<file path="src/rdc_pkg.sv">
// Purpose: Shared constants and types for the receive DMA commit block.
// Assumes: APB register indices; byte address is four times the index.
// Notes: Own control bits are gathered in the config and event registers.
package rdc_pkg;
    // ----------------------------------------
    // Register indices
    // ----------------------------------------
    localparam logic [7:0] SOF_IDX = 8'h26;   // Start-of-frame offset
    localparam logic [7:0] FCNT_IDX = 8'h28;  // Frame count, clears on read
    localparam logic [7:0] BCNT_IDX = 8'h2a;  // Byte count, clears on read
    localparam logic [7:0] CFG_IDX = 8'h40;   // Mode and bus control bits
    localparam logic [7:0] BUFEV_IDX = 8'h41; // Buffer event view
    localparam logic [7:0] MISS_IDX = 8'h42;  // Missed frame counter
    // ----------------------------------------
    // Config register fields
    // ----------------------------------------
    localparam int IRQ_EN_BIT = 0;     // Frame-done interrupt enable
    localparam int DMA_RESET_BIT = 6;  // Reset-DMA command, write only
    localparam int STREAM_BIT = 7;     // Stream mode
    localparam int DMA_ONLY_BIT = 9;   // DMA for every frame
    localparam int AUTO_BIT = 10;      // Auto-switch enable
    localparam int SIZE_BIT = 13;      // Host buffer 64K when set
    localparam logic [15:0] CFG_RESET = 16'h0000;
    localparam logic [15:0] CFG_WMASK = 16'h2681;
    // ----------------------------------------
    // Event register fields and sizes
    // ----------------------------------------
    localparam int FLAG_BIT = 7;       // Frame-done flag
    localparam int MODE_BIT = 0;       // In DMA mode
    localparam int BUSY_BIT = 1;       // Frame transfer in progress
    localparam int COMMIT_BIT = 2;     // Host space committed
    localparam int FCNT_W = 12;
    localparam logic [15:0] MASK_16K = 16'h3fff;
    localparam logic [15:0] MASK_64K = 16'hffff;
    localparam logic [16:0] HDR_BYTES = 17'h00004;
    // ----------------------------------------
    // Types
    // ----------------------------------------
    typedef enum logic [2:0] {
        MD_MEM = 3'b001,
        MD_WAIT = 3'b010,
        MD_DMA = 3'b100
    } rdc_mode_type;
    typedef enum logic [2:0] {
        MV_IDLE = 3'b001,
        MV_MOVE = 3'b010,
        MV_DONE = 3'b100
    } rdc_move_type;
    typedef struct packed {
        logic [15:0] status;
        logic [15:0] len;
    } rdc_frame_type;
endpackage

</file>
<file path="src/rdc_frame_mover.sv">
// Purpose: Moves one held frame as 16-bit words to the host buffer.
// Assumes: Held data word is valid until popped; ack is active low.
// Notes: One word every second cycle so the pop is seen before reuse.
`timescale 1ns/1ps
module rdc_frame_mover
    import rdc_pkg::*;
(
    // Clock and reset
    input wire logic clk_i,
    input wire logic rst_i,
    // Frame to move
    input wire logic start_i,
    input wire rdc_frame_type frame_i,
    input wire logic [15:0] base_i,
    input wire logic [15:0] mask_i,
    input wire logic [15:0] data_i,
    output logic data_rd_o,
    // Host DMA side
    output logic dma_req_o,
    input wire logic dma_ack_n_i,
    output logic wr_valid_o,
    output logic [15:0] wr_addr_o,
    output logic [15:0] wr_data_o,
    // Status
    output logic done_o,
    output logic busy_o
);
    rdc_move_type state_q;       // Mover state
    rdc_frame_type frame_q;      // Latched header
    logic [15:0] base_q;         // Frame start offset
    logic [15:0] idx_q;          // Word index
    logic [15:0] last_q;         // Index of final word
    logic emit;                  // A word goes out now

    assign emit = (state_q == MV_MOVE) && !dma_ack_n_i && !wr_valid_o;

    // ----------------------------------------
    // Sequencer
    // ----------------------------------------
    // Request stays high for the whole frame; header words go first
    always_ff @(posedge clk_i) begin
        if (rst_i) begin
            state_q <= MV_IDLE;
            dma_req_o <= 1'b0;
            busy_o <= 1'b0;
            done_o <= 1'b0;
            idx_q <= 16'h0000;
        end else begin
            done_o <= 1'b0;
            case (state_q)
                MV_IDLE: begin
                    if (start_i) begin
                        state_q <= MV_MOVE;
                        dma_req_o <= 1'b1;
                        busy_o <= 1'b1;
                        idx_q <= 16'h0000;
                    end
                end
                MV_MOVE: begin
                    if (emit) begin
                        idx_q <= idx_q + 16'h0001;
                        if (idx_q == last_q) begin
                            state_q <= MV_DONE;
                            dma_req_o <= 1'b0;
                        end
                    end
                end
                MV_DONE: begin
                    state_q <= MV_IDLE;
                    busy_o <= 1'b0;
                    done_o <= 1'b1;
                end
                default: begin
                    state_q <= MV_IDLE;
                end
            endcase
        end
    end

    // Latch the frame header and base at the start
    always_ff @(posedge clk_i) begin
        if (rst_i) begin
            frame_q <= '0;
            base_q <= 16'h0000;
            last_q <= 16'h0000;
        end else if (start_i && state_q == MV_IDLE) begin
            frame_q <= frame_i;
            base_q <= base_i;
            // Status, length, then data rounded up to whole words
            last_q <= 16'((17'(frame_i.len) + 17'h00001) >> 1) + 16'h0001;
        end
    end

    // ----------------------------------------
    // Word output
    // ----------------------------------------
    // Words land at even offsets, wrapped at the buffer size
    always_ff @(posedge clk_i) begin
        if (rst_i) begin
            wr_valid_o <= 1'b0;
            wr_addr_o <= 16'h0000;
            wr_data_o <= 16'h0000;
            data_rd_o <= 1'b0;
        end else begin
            wr_valid_o <= emit;
            data_rd_o <= emit && (idx_q > 16'h0001);
            if (emit) begin
                wr_addr_o <= (base_q + {idx_q[14:0], 1'b0}) & mask_i;
                if (idx_q == 16'h0000) begin
                    wr_data_o <= frame_q.status;
                end else if (idx_q == 16'h0001) begin
                    wr_data_o <= frame_q.len;
                end else begin
                    wr_data_o <= data_i;
                end
            end
        end
    end
endmodule

</file>
<file path="src/rdc_rx_dma.sv">
// Purpose: Receive slave DMA with host buffer commit and auto-switch.
// Assumes: On-chip buffer presents the oldest complete accepted frame.
// Notes: APB answers in one access cycle; outputs are registered.
// Operation
// - Commit only transferred frames on count read
// - Never write into committed host space
// - Second count read releases committed space
// - Event read with flag and new frames skips
// - Reset-DMA command releases committed space
// - Word writes, frames aligned to 32 bits
// - Start register holds latest frame offset
// - Flag set on nonzero count, cleared at zero
// - Event register read leaves flag alone
// - DMA-only moves complete filtered frames, 16K/64K
// - Auto-switch needs auto bit, not DMA-only
// - Both bits set means DMA always
// - Enough space at start means normal buffering
// - Short space: discard on filter fail, else switch
// - Oldest uncommitted held frame moves first
// - Drop pending receive events when DMA begins
// - No switch while on-chip frame committed
// - After frame, update registers, flag, interrupt
// - Lost frame bumps miss counter, clears events
// - Leave DMA after queue, zero read, idle
// - Request high, ack low, header then data
// - Count in low 12 bits, upper zero
//
// The APB register port was decided locally.
`timescale 1ns/1ps
module rdc_rx_dma
    import rdc_pkg::*;
#(
    parameter int APB_AW = 12
) (
    // Clock and reset
    input wire logic clk_i,
    input wire logic rst_i,
    // APB slave
    input wire logic [APB_AW-1:0] paddr_i,
    input wire logic psel_i,
    input wire logic penable_i,
    input wire logic pwrite_i,
    input wire logic [31:0] pwdata_i,
    output logic [31:0] prdata_o,
    output logic pready_o,
    output logic pslverr_o,
    // Receive front end
    input wire logic rx_frame_start_i,
    input wire logic rx_da_pass_i,
    input wire logic rx_space_ok_i,
    input wire logic onchip_commit_i,
    input wire logic rx_missed_i,
    input wire logic stream_end_i,
    input wire logic isq_empty_i,
    output logic rx_discard_o,
    output logic isq_drop_rx_o,
    output logic event_clear_o,
    // On-chip held frames
    input wire logic held_valid_i,
    input wire rdc_frame_type held_frame_i,
    input wire logic [15:0] held_data_i,
    output logic held_data_rd_o,
    output logic held_release_o,
    // Host DMA
    output logic dma_req_o,
    input wire logic dma_ack_n_i,
    output logic host_wr_valid_o,
    output logic [15:0] host_wr_addr_o,
    output logic [15:0] host_wr_data_o,
    // Status
    output logic dma_frame_irq_o,
    output logic dma_mode_o
);
    // ----------------------------------------
    // State
    // ----------------------------------------
    rdc_mode_type mode_q;        // Memory, waiting or DMA
    logic [15:0] cfg_q;          // Mode and control bits
    logic [15:0] sof_q;          // Latest frame start
    logic [FCNT_W-1:0] fcnt_q;   // Frames since last read
    logic [15:0] bcnt_q;         // Bytes since last read
    logic [15:0] miss_q;         // Missed frames
    logic flag_q;                // Frame-done flag
    logic [15:0] wr_ptr_q;       // Next frame offset
    logic [15:0] mark_q;         // End of last reported frames
    logic [15:0] cbase_q;        // Start of committed region
    logic commit_q;              // Committed region held
    logic zero_seen_q;           // Host read a zero count
    logic start_q;               // Start pulse to mover
    logic [16:0] foot_q;         // Host bytes of frame in flight
    logic [15:0] len_q;          // Length of frame in flight
    logic irq_q;                 // Interrupt pulse
    logic rdy_q;                 // APB ready
    logic err_q;                 // APB error
    logic [31:0] rdata_q;        // APB read data
    logic discard_q;             // Discard pulse
    logic drop_q;                // Queue drop pulse
    logic clr_q;                 // Event clear pulse
    // ----------------------------------------
    // Decode
    // ----------------------------------------
    logic [7:0] idx;             // Register index
    logic hit;                   // Mapped address
    logic acc;                   // Access phase edge
    logic rd_fcnt;               // Frame count read
    logic rd_bcnt;               // Byte count read
    logic rd_bufev;              // Event register read
    logic wr_cfg;                // Config write
    logic dma_reset;             // Reset-DMA command
    logic auto_on;               // Auto-switch active
    logic dma_only;              // DMA for all frames
    logic [15:0] mask;           // Buffer wrap mask
    logic [16:0] foot_new;       // Host bytes of next frame
    logic [15:0] room;           // Free bytes before commit
    logic fits;                  // Next frame fits
    logic mv_done;               // Mover finished
    logic mv_busy;               // Mover running
    logic release_c;             // Commit released now
    logic flag_set;              // Flag set event

    assign idx = paddr_i[9:2];
    assign hit = (paddr_i[1:0] == 2'b00) && (paddr_i[APB_AW-1:10] == '0)
        && (idx == SOF_IDX || idx == FCNT_IDX || idx == BCNT_IDX
        || idx == CFG_IDX || idx == BUFEV_IDX || idx == MISS_IDX);
    assign acc = psel_i && penable_i && rdy_q;
    assign rd_fcnt = acc && !pwrite_i && hit && idx == FCNT_IDX;
    assign rd_bcnt = acc && !pwrite_i && hit && idx == BCNT_IDX;
    assign rd_bufev = acc && !pwrite_i && hit && idx == BUFEV_IDX;
    assign wr_cfg = acc && pwrite_i && hit && idx == CFG_IDX;
    assign dma_reset = wr_cfg && pwdata_i[DMA_RESET_BIT];
    assign dma_only = cfg_q[DMA_ONLY_BIT];
    assign auto_on = cfg_q[AUTO_BIT] && !dma_only;
    assign mask = cfg_q[SIZE_BIT] ? MASK_64K : MASK_16K;

    // Host footprint: header plus data padded to a 32-bit boundary
    assign foot_new = HDR_BYTES + ((17'(held_frame_i.len) + 17'h00003) & 17'h1fffc);
    assign room = (cbase_q - wr_ptr_q) & mask;
    // Writes stop short of the committed region
    assign fits = !commit_q || (room != 16'h0000 && foot_new <= {1'b0, room});

    // Every count read drops the old commitment; skip and reset do too
    assign release_c = rd_fcnt
        || (rd_bufev && flag_q && fcnt_q != '0)
        || dma_reset;

    // Stream mode sets the flag only at the end of a stream cycle
    assign flag_set = cfg_q[STREAM_BIT] ? stream_end_i : mv_done;

    // ----------------------------------------
    // APB slave
    // ----------------------------------------
    // Ready rises in the first access cycle; data is latched at setup
    always_ff @(posedge clk_i) begin
        if (rst_i) begin
            rdy_q <= 1'b0;
            err_q <= 1'b0;
            rdata_q <= 32'h00000000;
        end else begin
            rdy_q <= psel_i && !penable_i;
            err_q <= psel_i && !penable_i && !hit;
            if (psel_i && !penable_i) begin
                case (idx)
                    SOF_IDX: rdata_q <= {16'h0000, sof_q};
                    FCNT_IDX: rdata_q <= {20'h00000, fcnt_q};
                    BCNT_IDX: rdata_q <= {16'h0000, bcnt_q};
                    CFG_IDX: rdata_q <= {16'h0000, cfg_q};
                    BUFEV_IDX: rdata_q <= {24'h000000, flag_q, 4'h0, commit_q, mv_busy,
                        mode_q == MD_DMA};
                    MISS_IDX: rdata_q <= {16'h0000, miss_q};
                    default: rdata_q <= 32'h00000000;
                endcase
            end
        end
    end

    // Config register; the reset command bit is not stored
    always_ff @(posedge clk_i) begin
        if (rst_i) begin
            cfg_q <= CFG_RESET;
        end else if (wr_cfg) begin
            cfg_q <= pwdata_i[15:0] & CFG_WMASK;
        end
    end

    // ----------------------------------------
    // Mode control
    // ----------------------------------------
    // Switch into DMA only on need; leave once the host is caught up
    always_ff @(posedge clk_i) begin
        if (rst_i) begin
            mode_q <= MD_MEM;
            discard_q <= 1'b0;
            drop_q <= 1'b0;
        end else begin
            discard_q <= 1'b0;
            drop_q <= 1'b0;
            case (mode_q)
                MD_MEM: begin
                    if (dma_only) begin
                        mode_q <= MD_DMA;
                        drop_q <= 1'b1;
                    end else if (auto_on && rx_frame_start_i && !rx_space_ok_i) begin
                        if (!rx_da_pass_i) begin
                            discard_q <= 1'b1;
                        end else if (onchip_commit_i) begin
                            mode_q <= MD_WAIT;
                        end else begin
                            mode_q <= MD_DMA;
                            drop_q <= 1'b1;
                        end
                    end
                end
                MD_WAIT: begin
                    // Hold off until the on-chip commitment ends or DMA-only is set
                    if (dma_only || !onchip_commit_i) begin
                        mode_q <= MD_DMA;
                        drop_q <= 1'b1;
                    end
                end
                MD_DMA: begin
                    if (!dma_only && isq_empty_i && zero_seen_q && !mv_busy && !start_q) begin
                        mode_q <= MD_MEM;
                    end
                end
                default: begin
                    mode_q <= MD_MEM;
                end
            endcase
        end
    end

    // Host must read a zero count after the last frame moved
    always_ff @(posedge clk_i) begin
        if (rst_i) begin
            zero_seen_q <= 1'b0;
        end else if (mv_done || drop_q) begin
            zero_seen_q <= 1'b0;
        end else if (rd_fcnt) begin
            zero_seen_q <= (fcnt_q == '0);
        end
    end

    // ----------------------------------------
    // Frame launch
    // ----------------------------------------
    // Oldest held frame starts once the mover is idle and it fits
    always_ff @(posedge clk_i) begin
        if (rst_i) begin
            start_q <= 1'b0;
            foot_q <= 17'h00000;
            len_q <= 16'h0000;
        end else begin
            start_q <= 1'b0;
            if (mode_q == MD_DMA && held_valid_i && !mv_busy && !start_q && !mv_done && fits) begin
                start_q <= 1'b1;
                foot_q <= foot_new;
                len_q <= held_frame_i.len;
            end
        end
    end

    rdc_frame_mover u_mover (
        .clk_i(clk_i),
        .rst_i(rst_i),
        .start_i(start_q),
        .frame_i(held_frame_i),
        .base_i(wr_ptr_q),
        .mask_i(mask),
        .data_i(held_data_i),
        .data_rd_o(held_data_rd_o),
        .dma_req_o(dma_req_o),
        .dma_ack_n_i(dma_ack_n_i),
        .wr_valid_o(host_wr_valid_o),
        .wr_addr_o(host_wr_addr_o),
        .wr_data_o(host_wr_data_o),
        .done_o(mv_done),
        .busy_o(mv_busy)
    );

    // ----------------------------------------
    // Pointers and commitment
    // ----------------------------------------
    // Pointer wraps at the buffer size after each whole frame
    always_ff @(posedge clk_i) begin
        if (rst_i) begin
            wr_ptr_q <= 16'h0000;
            sof_q <= 16'h0000;
        end else if (mv_done) begin
            wr_ptr_q <= (wr_ptr_q + foot_q[15:0]) & mask;
            sof_q <= wr_ptr_q;
        end
    end

    // A count read commits the frames it reports and frees the old ones
    always_ff @(posedge clk_i) begin
        if (rst_i) begin
            commit_q <= 1'b0;
            cbase_q <= 16'h0000;
            mark_q <= 16'h0000;
        end else begin
            if (release_c) begin
                commit_q <= 1'b0;
            end
            if (rd_fcnt && fcnt_q != '0) begin
                commit_q <= 1'b1;
                cbase_q <= mark_q;
            end
            if (rd_fcnt || dma_reset) begin
                mark_q <= wr_ptr_q;
            end
        end
    end

    // ----------------------------------------
    // Counts and flag
    // ----------------------------------------
    // A frame finishing during a read is counted after the clear
    always_ff @(posedge clk_i) begin
        if (rst_i) begin
            fcnt_q <= '0;
            bcnt_q <= 16'h0000;
        end else begin
            if (rd_fcnt) begin
                fcnt_q <= mv_done ? FCNT_W'(1) : '0;
            end else if (mv_done) begin
                fcnt_q <= fcnt_q + FCNT_W'(1);
            end
            if (rd_bcnt) begin
                bcnt_q <= mv_done ? len_q : 16'h0000;
            end else if (mv_done) begin
                bcnt_q <= bcnt_q + len_q;
            end
        end
    end

    // Set wins; reads of the event register never touch the flag
    always_ff @(posedge clk_i) begin
        if (rst_i) begin
            flag_q <= 1'b0;
        end else if (flag_set) begin
            flag_q <= 1'b1;
        end else if (fcnt_q == '0) begin
            flag_q <= 1'b0;
        end
    end

    // Interrupt pulse follows each flag set when enabled
    always_ff @(posedge clk_i) begin
        if (rst_i) begin
            irq_q <= 1'b0;
        end else begin
            irq_q <= flag_set && cfg_q[IRQ_EN_BIT];
        end
    end

    // ----------------------------------------
    // Missed frames
    // ----------------------------------------
    // Lost frames are counted and their event reports dropped
    always_ff @(posedge clk_i) begin
        if (rst_i) begin
            miss_q <= 16'h0000;
            clr_q <= 1'b0;
        end else begin
            clr_q <= rx_missed_i;
            if (rx_missed_i) begin
                miss_q <= miss_q + 16'h0001;
            end
        end
    end

    // ----------------------------------------
    // Outputs
    // ----------------------------------------
    assign prdata_o = rdata_q;
    assign pready_o = rdy_q;
    assign pslverr_o = err_q;
    assign rx_discard_o = discard_q;
    assign isq_drop_rx_o = drop_q;
    assign event_clear_o = clr_q;
    assign held_release_o = mv_done;
    assign dma_frame_irq_o = irq_q;
    assign dma_mode_o = mode_q[2]; // One-hot DMA state bit
endmodule

</file>
<file path="config.mk">
export PLATFORM = sky130hd
export DESIGN_NAME = rdc_rx_dma
export DESIGN_NICKNAME = d
export VERILOG_FILES = /design/src/rdc_pkg.sv /design/src/rdc_frame_mover.sv /design/src/rdc_rx_dma.sv
export SDC_FILE = /design/constraint.sdc
export NUM_CORES = 1
export LEC_CHECK = 0
export BUFFER_PORTS_ARGS = -buffer_cell sky130_fd_sc_hd__buf_2
export CAP_MARGIN = 20
export CORE_UTILIZATION = 30
export CTS_CLUSTER_DIAMETER = 50
export DETAILED_ROUTE_END_ITERATION = 12
export HOLD_SLACK_MARGIN = 0.15
export SYNTH_ARGS = -nofsm -noshare
export SYNTH_HDL_FRONTEND = slang
export SYNTH_SLANG_ARGS = --single-unit
</file>
<file path="constraint.sdc">
create_clock -name clk_i -period 14.1 [get_ports clk_i]
set_input_delay 2.115 -clock clk_i [delete_from_list [all_inputs] [get_ports clk_i]]
set_output_delay 2.115 -clock clk_i [all_outputs]
set_load 0.02 [all_outputs]
</file>
==> run_results.csv <==
group,metric,value,unit
clock_tree,cts_hold_buf,0,
setup_path,cp_common_cell,"ha_1",
setup_path,reg2reg_from,"wr_ptr_q[6]$_SDFFE_PP0P_",
clock_tree,post_cts_buffers,0,
finish,final_cell_area,0.0180,mm²
drt,drt-initial-drc-count,943,
finish,finalNonFillerCells,2724,
finish,syn_to_final_growth,14.3,%
status,outcome,"finished clean",
global_routing,antenna_found_initial,3,
floorplanning,die_h,231,µm
worst_hold_path,min-delay-start,"mark_q[13]$_SDFFE_PP0P_",
global_routing,grt_overflow_total,0,
sta,fin_hold_ws,0.450,ns
finish,antennaDiodeCount,0,
worst_hold_path,hold_depth,2,
power,total_power,1.75,mW
sta,rsz0062_at_grt,"false",
place,pre_cts_slack,6.92,ns
sta,period_minus_slack,6.67,ns
clock_tree,clkSinkCount,281,
setup_path,crit_chain,"buf_2 > inv_1 > ha_1 > or3_4 > nor4b_4 > o311ai_1 > nor4_1 > nor2b_1 > ha_1 > and4_1 > nand4_1 > o32a_1 > o31a_1 > nor3_1 > o2bb2ai_1 > o21a_1 > buf_4 > mux2i_1",
drt,wl_per_cell,16.4,µm
finish,finalCoreUtilization,34.9,%
global_routing,grt_busiest_layer,"met2",
global_routing,grt.met3_usage,2.42,%
clock_tree,tritoncts,"built",
drt,drc,0,
drt,antenna_left,0,
worst_hold_path,min_path_type,"flip-flop to flip-flop",
finish,drive_above_1_share,11.8,%
setup_path,slowest_stage,"nor4_1",
clock_tree,numCtsBuffers,31,
yosys,synth-seq-area-share,35.7,%
setup_path,critPathMaxStageDelay,0.58,ns
setup_path,end_kind,"flip-flop",
drt,dr_total_vias,13900,
global_routing,use_met1,21.4,%
floorplanning,core-area,0.0516,mm²
drt,drtPass1Iterations,5,
sta,post-route-period-util,47.3,%
clock_tree,cts_resized,0,
place,dpl-instance-area,0.0169,mm²
power,p_leak,6.95,nW
power,power_density,97.4,mW/mm²
place,dp.cells,2665,
clock_tree,clk_path_buf_depth,3,
floorplanning,initial_utilization,30.5,%
sta,hold_violations,0,
finish,fill_cells,5242,
yosys,syn_area,0.0158,mm²
setup_path,critPathMaxFanout,28,
worst_hold_path,hold_path_end,"cbase_q[13]$_SDFFE_PP0P_",
global_routing,use_met2,27.2,%
setup_path,worst_setup_path_start_kind,"primary input",
power,ir_drop,0.0940,mV
yosys,ys_async_sr_fraction,0,%
floorplanning,rows,83,
sta,finalWorstSetupSlack,7.43,ns
setup_path,worstSetupPathType,"primary input to flip-flop",
finish,final_cell_mix,"nand2_1 (317), dfxtp_1 (280), nor2_1 (209)",
place,dpl.hpwl,32600,µm
setup_path,r2r-end,"foot_q[6]$_SDFFE_PP0P_",
finish,final_common_cell,"nand2_1",
floorplanning,io_pins,181,
finish,fin_nets,2208,
global_routing,grt_pass1_wl,70900,µm
yosys,ys_types,92,
floorplanning,die_w,231,µm
sta,clock.fmax,0.150,GHz
floorplanning,die_area,0.0534,mm²
sta,timing_worst_slew_pin_value,1.02,ns
place,gp_congestion,0.913,
drt,vias_per_cell,5.11,
yosys,synth_edf_count,0,
yosys,ys_seq_elements,281,
global_routing,grt_use_total,16.2,%
clock_tree,cts.htree.levels,1,
global_routing,grt_pass1_vias,13200,
yosys,netlist_instances,1947,
clock_tree,clkSlewWorstSetupHoldPaths,0.07,ns
drt,drt-total-wl,44600,µm
clock_tree,clk_latency,0.58,ns
setup_path,reg2reg_depth,18,
yosys,postSynthAreaPerCell,8.09,µm²
clock_tree,cts_root_buf,"clkbuf_16",
place,port_buffers,137,
sta,maxSlewViolCount,0,
flow_run,maxCapViolCount,0,
sta,setup_viol,0,
setup_path,worstPathArrival,7.16,ns
sta,fin_skew,0.0222,ns
global_routing,grt_max_degree,83,
sta,slew_headroom,32.1,%
sta,setup_tns,0,ns
setup_path,ff2ff_setup_slack,8.63,ns
setup_path,worstPathRequired,14.59,ns
yosys,ys.flop_type,"dfxtp_1",
yosys,synth-warning-count,0,
[registers in the layout, indices dropped and copies added (netlist names), 15 cells and up]
signal	count
len_q	16
miss_q	16
u_mover.last_q	16
prdata_o	16
bcnt_q	16
u_mover.frame_q	32
u_mover.wr_data_o	16
u_mover.idx_q	16
u_mover.wr_addr_o	15
[routing by layer]
layer | up-vias | routed length [µm]
met3 | 76 | 2080
met1 | 6600 | 20300
li1 | 6944 | -
met5 | - | 37
met2 | 302 | 21100
met4 | 6 | 1060
[report_power, final]
part	switching, mW	internal, mW	total, mW
Combinational	0.0699	0.0337	0.104
Sequential	0.00349	0.798	0.801
Clock	0.348	0.501	0.849
Total	0.421	1.33	1.75
[logic make-up after synthesis]
kind of cell	share of synthesized area, %
buffers and inverters	4.96
adders and majority gates	6.70
and+or+nand+nor	22.8
other	0.0238
DFF	35.7
AOI/OAI and AO/OA	16.5
muxes	6.40
xor gates and xnor gates	6.95
[synth_stat cells, types with 9 or more instances]
cell type	count	share of area, %
nor2b_1	19	0.75
nand3_1	37	1.2
xor2_1	53	2.9
xnor2_1	72	4.0
buf_2	10	0.32
nor4_1	14	0.56
buf_4	19	0.91
a21oi_1	159	5.1
nand2b_1	16	0.64
a221oi_1	13	0.72
and3_1	20	0.79
a211oi_1	38	1.8
nand4_1	22	0.87
a31oi_1	13	0.52
nand2_1	318	7.6
inv_1	49	1.2
nor3_1	40	1.3
a22oi_1	9	0.43
or3_1	17	0.67
ha_1	78	6.2
a21o_1	14	0.67
clkbuf_1	87	2.1
o211ai_1	14	0.67
dfxtp_1	281	36
mux2i_1	94	6.0
o21ai_0	58	1.8
nor2_1	209	5.0
[area by class of cell]
cell class                      instances  area [µm²]  area share (%)
Clock inverter                         16         189            1.05
Clock buffer                           41         893            4.96
Inverter                               50         188            1.04
Sequential cell                       281        5630            31.2
Multi-Input combinational cell       1504        9430            52.4
Tap cell                              680         851            4.73
Timing Repair Buffer                  152         828            4.60
[worst max-delay path by stage]
stage                     slack (ns)       startpoint  depth (start not counted)                      end
after CTS                       7.49  held_frame_i[1]                         18   foot_q[6]$_SDFFE_PP0P_
after floorplan                 8.04  held_frame_i[0]                         20   len_q[14]$_SDFFE_PP0P_
after global routing            7.00  held_frame_i[1]                         17   foot_q[9]$_SDFFE_PP0P_
after detailed placement        6.92  held_frame_i[0]                         18   foot_q[6]$_SDFFE_PP0P_
after global placement          7.09  held_frame_i[1]                         18  foot_q[12]$_SDFFE_PP0P_
final                           7.43  held_frame_i[1]                         18   foot_q[6]$_SDFFE_PP0P_
[critical path: cells and delay by family]
kind | cells | cell delay [ns]
AOI/OAI and AO/OA | 5 | 1.37
adders and majority gates | 2 | 0.64
buffers and inverters | 3 | 0.75
muxes | 1 | 0.24
and+or+nand+nor | 7 | 2.00
(Power assumes the default switching activity.)
